### src/bdc_pkg.sv
// shared constants for the bias dac control link and both ends
package bdc_pkg;
  // ***************
  // device register map
  // ***************
  localparam logic [15:0] ADDR_CODES = 16'h2120;
  localparam logic [15:0] ADDR_SWITCH = 16'h2124;
  localparam logic [15:0] ADDR_CONFIG = 16'h2128;
  localparam logic [31:0] CONFIG_RESET = 32'h0000_0002;
  localparam logic [31:0] CONFIG_MASK = 32'h0000_007E;
  localparam logic [31:0] CODES_MASK = 32'h0003_FFFF;
  localparam logic [31:0] SWITCH_MASK = 32'h0000_003F;
  localparam int BIAS_LSB = 0;
  localparam int ZERO_LSB = 12;
  localparam int PWDN_BIT = 1;
  localparam int REFSEL_BIT = 2;
  localparam int BMUX_BIT = 3;
  localparam int ZMUX_BIT = 4;
  localparam int MODE_BIT = 5;
  localparam int SRC_BIT = 6;
  localparam int OVR_BIT = 5;
  // switch patterns, bit n is switch n, one means closed
  localparam logic [4:0] SW_NORMAL = 5'h0C;
  localparam logic [4:0] SW_DIAG = 5'h11;
  // ***************
  // code update latency in system clocks
  // ***************
  localparam int LAT_FAST_CYC = 10;
  localparam int LAT_SLOW_CYC = 1;
  // ***************
  // host wishbone register map
  // ***************
  localparam logic [4:0] HOST_ADDR = 5'h00;
  localparam logic [4:0] HOST_WDATA = 5'h04;
  localparam logic [4:0] HOST_CTRL = 5'h08;
  localparam logic [4:0] HOST_STATUS = 5'h0C;
  localparam logic [4:0] HOST_RDATA = 5'h10;
  localparam int CTRL_WR = 0;
  localparam int CTRL_RD = 1;
  localparam int CTRL_SLOW = 2;
endpackage

### src/bdc_link_if.sv
// register link between the host controller and the bias dac device
`timescale 1ns/1ps
`default_nettype none
interface bdc_link_if;
  logic req;
  logic we;
  logic [15:0] addr;
  logic [31:0] wdata;
  logic ack;
  logic [31:0] rdata;
  modport dev (input req, input we, input addr, input wdata,
    output ack, output rdata);
  modport host (output req, output we, output addr, output wdata,
    input ack, input rdata);
endinterface
`default_nettype wire

### src/bdc_device.sv
// bias dac control: registers, code update latency and switch drive
// Functional notes
// - bias code is code register bits 11:0
// - zero code is code register bits 17:12
// - fast clock: codes apply ten cycles later
// - slow clock: codes apply one cycle later
// - sequencer waits out latency before relying
// - wave source needs slow clock, settling respected
// - mode clear: switches two, three closed
// - mode set: switches zero, four closed
// - mode set routes zero output to fast amp
// - override bit drives switches from bits 4:0
// - software compensates bias load on zero
// - config bit 6 selects code source
// - power-down resets set, opens all switches
// - software writes both mux bits equal
`timescale 1ns/1ps
`default_nettype none
module bdc_device #(
  parameter int LAT_FAST = bdc_pkg::LAT_FAST_CYC
) (
  input wire logic clk_i,
  input wire logic rst_i,
  bdc_link_if.dev link,
  input wire logic slow_clk_i,
  input wire logic [11:0] wave_bias_i,
  input wire logic [5:0] wave_zero_i,
  output logic [11:0] bias_code_o,
  output logic [5:0] zero_code_o,
  output logic [4:0] switch_o,
  output logic power_down_o,
  output logic zero_to_hs_tia_o,
  output logic zero_mux_o,
  output logic bias_mux_o,
  output logic ref_sel_o
);
  import bdc_pkg::*;

  if (LAT_FAST < 1 || LAT_FAST > 255)
  begin : g_chk
    $error("LAT_FAST must be 1 to 255");
  end

  // ***************
  // register access
  // ***************
  logic ack_q;
  logic [31:0] rdata_q;
  logic [31:0] cfg_q;
  logic [31:0] codes_q;
  logic [31:0] sw_q;
  logic take;
  logic wr;
  logic hit_cfg;
  logic hit_codes;
  logic hit_sw;
  logic wr_cfg;
  logic wr_codes;
  logic wr_sw;
  logic [31:0] rd_mux;

  assign take = link.req & ~ack_q;
  assign wr = take & link.we;
  assign hit_cfg = link.addr == ADDR_CONFIG;
  assign hit_codes = link.addr == ADDR_CODES;
  assign hit_sw = link.addr == ADDR_SWITCH;
  assign wr_cfg = wr & hit_cfg;
  assign wr_codes = wr & hit_codes;
  assign wr_sw = wr & hit_sw;
  assign rd_mux = hit_cfg ? cfg_q :
                  hit_codes ? codes_q :
                  hit_sw ? sw_q : 32'h0000_0000;
  assign link.ack = ack_q;
  assign link.rdata = rdata_q;

  always_ff @(posedge clk_i)
  begin
    if (rst_i)
    begin
      ack_q <= 1'b0;
      rdata_q <= 32'h0000_0000;
    end
    else
    begin
      ack_q <= take;
      if (take)
        rdata_q <= rd_mux;
    end
  end

  always_ff @(posedge clk_i)
  begin
    if (rst_i)
    begin
      cfg_q <= CONFIG_RESET;
      codes_q <= 32'h0000_0000;
      sw_q <= 32'h0000_0000;
    end
    else
    begin
      if (wr_cfg)
        cfg_q <= link.wdata & CONFIG_MASK;
      if (wr_codes)
        codes_q <= link.wdata & CODES_MASK;
      if (wr_sw)
        sw_q <= link.wdata & SWITCH_MASK;
    end
  end

  // ***************
  // code update latency
  // ***************
  logic [17:0] pend_q;
  logic [17:0] applied_q;
  logic busy_q;
  logic [7:0] cnt_q;
  logic [7:0] lat_load;
  logic [7:0] lat_fast;
  logic [17:0] code_now;

  assign lat_fast = 8'(LAT_FAST - 1);
  // a new write restarts the wait with the fresh pair of codes
  assign lat_load = slow_clk_i ? 8'(LAT_SLOW_CYC - 1) : lat_fast;
  // the output flops take the pair on the edge the wait runs out, so the
  // outputs move exactly the counted number of cycles after the take
  assign code_now = (busy_q && cnt_q == 8'h00) ? pend_q : applied_q;

  always_ff @(posedge clk_i)
  begin
    if (rst_i)
    begin
      pend_q <= 18'h00000;
      applied_q <= 18'h00000;
      busy_q <= 1'b0;
      cnt_q <= 8'h00;
    end
    else
    begin
      applied_q <= code_now;
      if (wr_codes)
      begin
        pend_q <= link.wdata[17:0];
        busy_q <= 1'b1;
        cnt_q <= lat_load;
      end
      else if (busy_q)
      begin
        if (cnt_q == 8'h00)
          busy_q <= 1'b0;
        else
          cnt_q <= cnt_q - 8'h01;
      end
    end
  end

  // ***************
  // output selection
  // ***************
  logic src_wave;
  logic pwdn;
  logic mode_diag;
  logic ovr;
  logic [4:0] sw_d;
  logic [4:0] sw_q5;
  logic [11:0] bias_d;
  logic [5:0] zero_d;
  logic [11:0] bias_q;
  logic [5:0] zero_q;

  assign src_wave = cfg_q[SRC_BIT];
  assign pwdn = cfg_q[PWDN_BIT];
  assign mode_diag = cfg_q[MODE_BIT];
  assign ovr = sw_q[OVR_BIT];
  assign bias_d = src_wave ? wave_bias_i
                           : code_now[BIAS_LSB +: 12];
  assign zero_d = src_wave ? wave_zero_i
                           : code_now[ZERO_LSB +: 6];
  // power-down first, then override, then the mode pattern
  assign sw_d = pwdn ? 5'h00 :
                ovr ? sw_q[4:0] :
                mode_diag ? SW_DIAG : SW_NORMAL;

  always_ff @(posedge clk_i)
  begin
    if (rst_i)
    begin
      bias_q <= 12'h000;
      zero_q <= 6'h00;
      sw_q5 <= 5'h00;
    end
    else
    begin
      bias_q <= bias_d;
      zero_q <= zero_d;
      sw_q5 <= sw_d;
    end
  end

  assign bias_code_o = bias_q;
  assign zero_code_o = zero_q;
  assign switch_o = sw_q5;
  assign power_down_o = pwdn;
  assign zero_to_hs_tia_o = mode_diag & ~pwdn;
  assign zero_mux_o = cfg_q[ZMUX_BIT];
  assign bias_mux_o = cfg_q[BMUX_BIT];
  assign ref_sel_o = cfg_q[REFSEL_BIT];
endmodule // bdc_device
`default_nettype wire

### src/flat_wrapper.sv
// flat-port wrapper written by rule: the top's interface ports become plain ports
module bdc_device_flat import bdc_pkg::*;
#(
  parameter int LAT_FAST = bdc_pkg::LAT_FAST_CYC
)
  (clk_i, rst_i, slow_clk_i, wave_bias_i, wave_zero_i, bias_code_o, zero_code_o, switch_o, power_down_o, zero_to_hs_tia_o, zero_mux_o, bias_mux_o, ref_sel_o, link_req, link_we, link_addr, link_wdata, link_ack, link_rdata);
  bdc_link_if link_i ();
  input wire logic clk_i;
  input wire logic rst_i;
  input wire logic slow_clk_i;
  input wire logic [11:0] wave_bias_i;
  input wire logic [5:0] wave_zero_i;
  output logic [11:0] bias_code_o;
  output logic [5:0] zero_code_o;
  output logic [4:0] switch_o;
  output logic power_down_o;
  output logic zero_to_hs_tia_o;
  output logic zero_mux_o;
  output logic bias_mux_o;
  output logic ref_sel_o;
  input wire logic [$bits(link_i.req)-1:0] link_req;
  input wire logic [$bits(link_i.we)-1:0] link_we;
  input wire logic [$bits(link_i.addr)-1:0] link_addr;
  input wire logic [$bits(link_i.wdata)-1:0] link_wdata;
  output wire logic [$bits(link_i.ack)-1:0] link_ack;
  output wire logic [$bits(link_i.rdata)-1:0] link_rdata;
  assign link_i.req = link_req;
  assign link_i.we = link_we;
  assign link_i.addr = link_addr;
  assign link_i.wdata = link_wdata;
  assign link_ack = link_i.ack;
  assign link_rdata = link_i.rdata;
  bdc_device #(.LAT_FAST(LAT_FAST)) u_core (.clk_i(clk_i), .rst_i(rst_i), .link(link_i), .slow_clk_i(slow_clk_i), .wave_bias_i(wave_bias_i), .wave_zero_i(wave_zero_i), .bias_code_o(bias_code_o), .zero_code_o(zero_code_o), .switch_o(switch_o), .power_down_o(power_down_o), .zero_to_hs_tia_o(zero_to_hs_tia_o), .zero_mux_o(zero_mux_o), .bias_mux_o(bias_mux_o), .ref_sel_o(ref_sel_o));
endmodule
### config.mk
export PLATFORM = sky130hd
export DESIGN_NAME = bdc_device_flat
export DESIGN_NICKNAME = d
export VERILOG_FILES = /design/src/bdc_pkg.sv /design/src/bdc_link_if.sv /design/src/bdc_device.sv /design/src/flat_wrapper.sv
export SDC_FILE = /design/constraint.sdc
export NUM_CORES = 1
export LEC_CHECK = 0
export BUFFER_PORTS_ARGS = -buffer_cell sky130_fd_sc_hd__buf_2
export CAP_MARGIN = 25
export CORE_MARGIN = 2
export CORE_UTILIZATION = 45
export CTS_BUF_LIST = sky130_fd_sc_hd__clkbuf_8 sky130_fd_sc_hd__clkbuf_16
export CTS_CLUSTER_SIZE = 16
export DETAILED_ROUTE_END_ITERATION = 8
export PLACE_DENSITY = 0.85
export SLEW_MARGIN = 0
export SYNTH_ARGS = -nofsm -noshare
export SYNTH_HDL_FRONTEND = slang
export SYNTH_SLANG_ARGS = --single-unit
### constraint.sdc
create_clock -name clk_i -period 1.7 [get_ports clk_i]
set_clock_uncertainty 0.2 [all_clocks]
set_input_delay 0 -clock clk_i [delete_from_list [all_inputs] [get_ports clk_i]]
set_output_delay 0 -clock clk_i [all_outputs]
set_load 0.1 [all_outputs]
==> run metrics, run 1 <==
most common cell after layout, fill and taps aside buf_2; reg-to-reg endpoint u_core.zero_code_o[2]; via density per instance 5.847; Worst R2R Path Depth 7; Netlist cell types 46; EDFF count, synth 0; vias in the first global route 3790; Reg clk slew, reported paths 0.12 ns; Sink Count 99; die span in x 99.19 um; cell at the slowest stage of the critical path dfxtp_2; 1st-iter DRT viols 536; r2r setup slk -0.27 ns; Final setup viols 41; GRT met2 Usage 40.33%; first-pass GRT wire length 18330 um; Cell Chain, Critical Path inv_2, ha_4, nor2b_1, nand4b_1, buf_12, mux2i_4, a211oi_2; ys flop type dfxtp_1; Core Rows 34; Vias 4099; crit-path max FO 18; Setup crit start kind register; Slew headroom 65.40%; worst setup path endpoint u_core.zero_code_o[2]; failing checks hold timing, setup timing; Pwr per Cell Area 790.1 nW/um^2; WHS -0.1247 ns; sequential share of the synthesized area 48.60%; DRT Wirelength 13040 um; period utilisation layout 116.1%; beginning of the worst register-to-register path u_core.cnt_q[1]; Cells after DPL 637; Routed wire per std cell 18.60 um; initial core utilization 46.53%; grt met3 use 4.568%; dpl hpwl 7232 um; post-route ant nets 0; initial antenna violation count 0; Synth async-reset ratio 0%; Pre-Repair DR Iteration Count 6; RSZ-0062 raised after global routing true; Ant. Diodes 0; Final Core Density 63.06%; outcome finished with violations; H-Tree Depth 3; die height 99.19 um; Max stage delay on crit path 0.34 ns; maximum clock path buffer count 2; transition time of the tightest slew-check pin 0.5226 ns; Setup Crit Path Kind register to register; worst ir drop on vdd 0.4607 mV; Inserted Clock Buffers 9; total of max-cap violations 0; worst slack, placed -0.1314 ns; CP startpoint u_core.cnt_q[1]; grt total ovfl 0; share of cells above drive strength 1 30.35%; TritonCTS clock tree yes; Post-Syn Area 4078 um^2; Area growth syn-to-layout 35.53%; die area 9839 um^2; nets 661; fmax 506.8 MHz; Final Hold Fails 1; GRT busiest layer met2; IO Count 132; crit end category register; IO buf count 103; CP required 1.80 ns; YS warnings 0; GR Util met1 28.50%; CTS Hold Buffers Added 44; DRC viols 0; final std cells w/o fill 701; Arr. time, crit path 2.07 ns; Synth area leader dfxtp_1; GRT Util Overall 23.42%; clk_lat worst skew 0.39 ns; GP Congestion 0.9174; Hold Path Class primary input to register; post-synth top area share 48.60%; Max Slew Vio Count 0; Seq cells post-synth 99; post-route setup slack -0.2731 ns; Post-Syn Instances 443; commonest non-fill, non-tap cells in the layout buf_2 (103), dfxtp_1 (90), nor2_1 (60); pin count of the biggest net entering global routing 59; Synth Area per Inst 9.205 um^2; fin crit period 1.973 ns; Root Driver clkbuf_8; top cells by area, synth dfxtp_1 (49%), mux2i_1 (6.1%), nor2_1 (5.5%); Pleak 2.301 nW; Core ar. 8763 um^2
Yosys cell counts (2+ instances only):
cell type  count
o21ai_0       29
inv_1          3
a21boi_0       3
a211oi_1      19
nand2_1       12
nand4b_1       2
nor2b_1        4
a21oi_1       43
nor3b_1        2
xnor2_1        3
clkbuf_1      28
buf_4         14
xor2_1         2
dfxtp_1       99
nor2_1        60
nand4_1       31
mux2i_1       25
nor4b_2        3
nor3_1         3
o2bb2ai_1      5
buf_2          7
ha_1           2
nand3_1        9
a32oi_1       12
nand2b_1       2
area by class of cell:
type | instances | area [um^2]
Tap cell | 108 | 135.1
Sequential cell | 99 | 1996
Inverter | 4 | 15.01
Multi-Input combinational cell | 301 | 1953
Fill cell | 661 | 3237
Clock buffer | 9 | 123.9
Clock inverter | 7 | 91.34
Timing Repair Buffer | 173 | 1212
power breakdown:
group / internal [mW] / switching [mW]
registers: 2.32 / 0.00324
logic: 0.153 / 0.294
clock network: 0.605 / 0.992
total: 3.08 / 1.29
worst min-delay path by stage:
stage	from	endpoint	slack, ns	depth (start not counted)
floorplan	link_wdata[2]	u_core.cfg_q[2]	-0.05	2
global placement	link_wdata[12]	u_core.pend_q[12]	0.06	3
detailed placement	link_wdata[7]	u_core.pend_q[7]	0.07	3
CTS	link_addr[7]	u_core.link.rdata[0]	-0.13	5
global route	link_addr[7]	u_core.link.rdata[0]	-0.11	5
finish	link_addr[10]	u_core.link.rdata[0]	-0.12	5
kinds of logic after synthesis:
kind of cell    Yosys count  synth area share (%)
compound gates          115                 17.31
flops                    99                 48.60
fa+ha+maj                 2                0.6136
xor+xnor                  5                 1.074
other cells               1               0.09196
mux                      26                 6.413
buf+inv                  56                 7.241
simple gates            139                 18.66
worst max-delay path, delay by kind of cell, from the launching register on:
family                     cells  cell delay (ns)
muxes                          1             0.22
buffers and inverters          2             0.30
adders and majority gates      1             0.14
AOI/OAI and AO/OA              1             0.29
and+or+nand+nor                2             0.39
DFF                            1             0.34
routing by layer:
layer	vias to the layer above	part of all wire, %
li1	1872	-
met1	1939	37
met5	-	0
met2	250	50
met3	38	9.3
met4	0	3.9
sequential cells by signal (all words and copies together) (netlist names):
| register | count |
|---|---|
| u_core.busy_q | 1 |
| u_core.zero_code_o | 6 |
| u_core.cnt_q | 8 |
| u_core.sw_q | 6 |
| u_core.switch_o | 5 |
| u_core.applied_q | 18 |
| u_core.pend_q | 18 |
| u_core.cfg_q | 6 |
| u_core.bias_code_o | 12 |
| u_core.link.ack | 1 |
| u_core.link.rdata | 18 |
stage by stage:
step	area [um^2]	total power, mW	setup TNS (ns)
CTS	5408	4.334	-0.1883
global route	5527	4.485	-8.835
global placement	4737	2.722	-0.02059
detailed placement	4737	2.725	-0.9477
floorplan	4153	2.638	-0.03603
finish	5527	4.366	-4.968
repair_timing:
item	4_1_cts	5_1_grt
hold endpoints to repair	63	1
pin swaps	0	5
setup buffers	0	4
endpoints found under the setup margin	25	51
gates resized for setup	3	21
No activity file was read; power rests on OpenSTA's default activity.
==> inputs of run 2 (changes only) <==
--- a/config.mk
+++ b/config.mk
@@ -5,6 +5,7 @@
 export SDC_FILE = /design/constraint.sdc
 export NUM_CORES = 1
 export LEC_CHECK = 0
+export ABC_AREA = 1
 export BUFFER_PORTS_ARGS = -buffer_cell sky130_fd_sc_hd__buf_2
 export CAP_MARGIN = 25
 export CORE_MARGIN = 2
@@ -12,7 +13,7 @@
 export CTS_BUF_LIST = sky130_fd_sc_hd__clkbuf_8 sky130_fd_sc_hd__clkbuf_16
 export CTS_CLUSTER_SIZE = 16
 export DETAILED_ROUTE_END_ITERATION = 8
-export PLACE_DENSITY = 0.85
+export PLACE_DENSITY = 0.84
 export SLEW_MARGIN = 0
 export SYNTH_ARGS = -nofsm -noshare
 export SYNTH_HDL_FRONTEND = slang
==> run 2 against run 1 <==
Against the previous run: the flow finishes with violations (hold timing); maximum frequency rose by 16%; combinational power rose by 2%; total power barely moved; synthesized cell count rose by 22%; critical path depth rose by 2; sequential power barely moved; register-to-register slack improved by 0.29 ns; first-iteration DRC count fell by 68%; non-clock buffer count rose by 8; highest routed layer unchanged.
==> run metrics, run 2 <==
post-synth top area share 46.49% (-2.1 points); Root Driver clkbuf_8; crit end category register; GP Congestion 0.8728 (-4.9%); Ant. Diodes 0 (unchanged); share of cells above drive strength 1 31.32% (+0.97 points); sequential share of the synthesized area 46.49% (-2.1 points); Synth top cells by count dfxtp_1 (99), inv_1 (80), nand2_1 (61); period utilisation layout 99.72% (-16 points); Arr. time, crit path 1.76 ns (-0.31 ns); initial antenna violation count 0 (unchanged); crit-path max FO 16 (-2); Post-Syn Instances 542 (+22%); Core Rows 35 (+2.9%); Setup Crit Path Kind primary input to register; via density per instance 4.882 (-17%); RSZ-0062 raised after global routing true; Min-Delay Path Depth 6 (+1); Inserted Clock Buffers 9 (unchanged); fin crit period 1.695 ns (-0.2778 ns); Slew headroom 65.49% (+0.092 points); grt total ovfl 0 (unchanged); Area growth syn-to-layout 36.13%; Pwr per Cell Area 752.6 nW/um^2 (-4.7%); IO Count 132 (unchanged); Post-Syn Area 4263 um^2 (+4.5%); DRC viols 0 (unchanged); maximum clock path buffer count 2 (unchanged); Pre-Repair DR Iteration Count 5 (-1); die height 101.3 um (+2.2%); IO buf count 103 (unchanged); initial core utilization 46.35% (-0.18 points); TritonCTS clock tree yes; Reg clk slew, reported paths 0.10 ns (-0.02 ns); Cells after DPL 747 (+17%); ys flop type dfxtp_1; die area 10270 um^2 (+4.4%); Vias 4018 (-2.0%); clk_lat worst skew 0.37 ns (-0.02 ns); EDFF count, synth 0 (unchanged); first-pass GRT wire length 17400 um (-5.1%); Synth Area per Inst 7.865 um^2 (-15%); failing checks hold timing; Sink Count 99 (unchanged); Final setup viols 0 (-100%); Worst R2R Path Depth 7 (unchanged); WHS -0.001344 ns (+0.1233 ns); commonest non-fill, non-tap cells in the layout buf_2 (103), dfxtp_1 (94), inv_1 (79); worst ir drop on vdd 0.4312 mV (-6.4%); GRT Util Overall 21.74% (-1.7 points); Final Core Density 63.10% (about the same); outcome finished with violations; pin count of the biggest net entering global routing 42 (-29%); final instance area 5803 um^2 (+5.0%); Routed wire per std cell 13.62 um (-27%); Max Slew Vio Count 0 (unchanged); CP required 1.76 ns (-0.04 ns); Core ar. 9196 um^2 (+4.9%); 1st-iter DRT viols 171 (-68%); DRT Wirelength 11210 um (-14%); transition time of the tightest slew-check pin 0.5176 ns (-0.004975 ns); final std cells w/o fill 823 (+17%); Setup crit start kind primary input; fmax 589.9 MHz (+16%); die span in x 101.3 um (+2.2%); Overall Power 4.368 mW (about the same); nets 780 (+18%); Netlist cell types 31 (-33%); Hold Path Class primary input to register; total of max-cap violations 0 (unchanged); Seq cells post-synth 99 (unchanged); Pleak 2.731 nW (+19%); Final Hold Fails 1 (unchanged); Synth area leader dfxtp_1; YS warnings 0 (unchanged); vias in the first global route 3882 (+2.4%); Area after DPL 4900 um^2 (+3.4%); dpl hpwl 7351 um (+1.6%); H-Tree Depth 3 (unchanged); most frequent cell after synthesis dfxtp_1; Synth async-reset ratio 0% (unchanged); most common cell after layout, fill and taps aside buf_2; post-route ant nets 0 (unchanged); top cells by area, synth dfxtp_1 (46%), inv_1 (7.0%), a21oi_1 (6.8%)
[run 2: cell count changes after synthesis, sizes merged, moves of 20 or more]
cell	change
nor2	-21
inv	+78
nand4	-27
mux2i	-25
nand3	+20
a21oi	+25
o21ai	+40
nand2	+65
[run 2: timing repair]
item | in CTS | in global routing
setup buffers | 1 | 10
pin swaps | 1 | 10
endpoints found under the hold margin | 64 | 0
setup endpoints to repair | 4 | 77
gates resized for setup | 1 | 43
gates cloned | 0 | 1
hold buffers | 49 | 0
[run 2: metrics by stage]
step | setup TNS (ns) | worst slack [ns]
after floorplan | 0 | 0.01520
after global placement | 0 | 0.06412
after detailed placement | -0.05257 | -0.03923
after CTS | 0 | 0.006910
after global routing | -0.6760 | -0.04250
final | 0 | 0.004728
[run 2: final cells by class]
cell class                      count  area [um^2]
Clock buffer                        9        123.9
Clock inverter                      7        82.58
Fill cell                         756         3393
Inverter                           82        307.8
Multi-Input combinational cell    334         1874
Sequential cell                    99         1996
Tap cell                          111        138.9
Timing Repair Buffer              181         1280
[run 2: path summary, 6_finish.rpt]
kind                startpoint                     to  slack (ns)
max              link_addr[10]       u_core.pend_q[3]       0.005
min               link_addr[3]        u_core.cfg_q[6]      -0.001
max reg2reg    u_core.cnt_q[2]        u_core.cnt_q[4]        0.02
min reg2reg  u_core.pend_q[15]  u_core.link.rdata[15]        0.26
[run 2: worst max-delay path: stages]
cell and delay (ns):
dlygate4sd3_1 0.54, buf_2 0.13, nor2_2 0.08, nand3_2 0.10, nor2_4 0.26, nand3_2 0.16
buf_4 0.22, o21ai_0 0.21, a21oi_1 0.06
[run 2: power by group]
group | switching, mW | leakage, nW | internal, mW | total (mW)
combinational | 0.296 | 1.83 | 0.160 | 0.456
clock | 0.887 | 0.100 | 0.707 | 1.59
sequential | 0.00144 | 0.800 | 2.32 | 2.32
[run 2: routing by layer]
layer	GRT usage [%]	vias to the layer above	routed length, um	share of wire, %
met5	0	-	0	0
met4	7.796	0	224	2.0
met3	5.038	21	570	5.1
met2	40.04	142	5693	51
met1	24.40	1832	4721	42
li1	-	2023	-	-
[run 2: cells by family (layout without fill, tap and decap cells)]
logic type	after synthesis	in the layout	synth area share (%)
simple gates	174	175	20.46
compound gates	138	138	17.99
buf+inv	123	279	13.35
flops	99	99	46.49
xor+xnor	5	5	1.027
fa+ha+maj	2	2	0.5869
other cells	1	14	0.08797
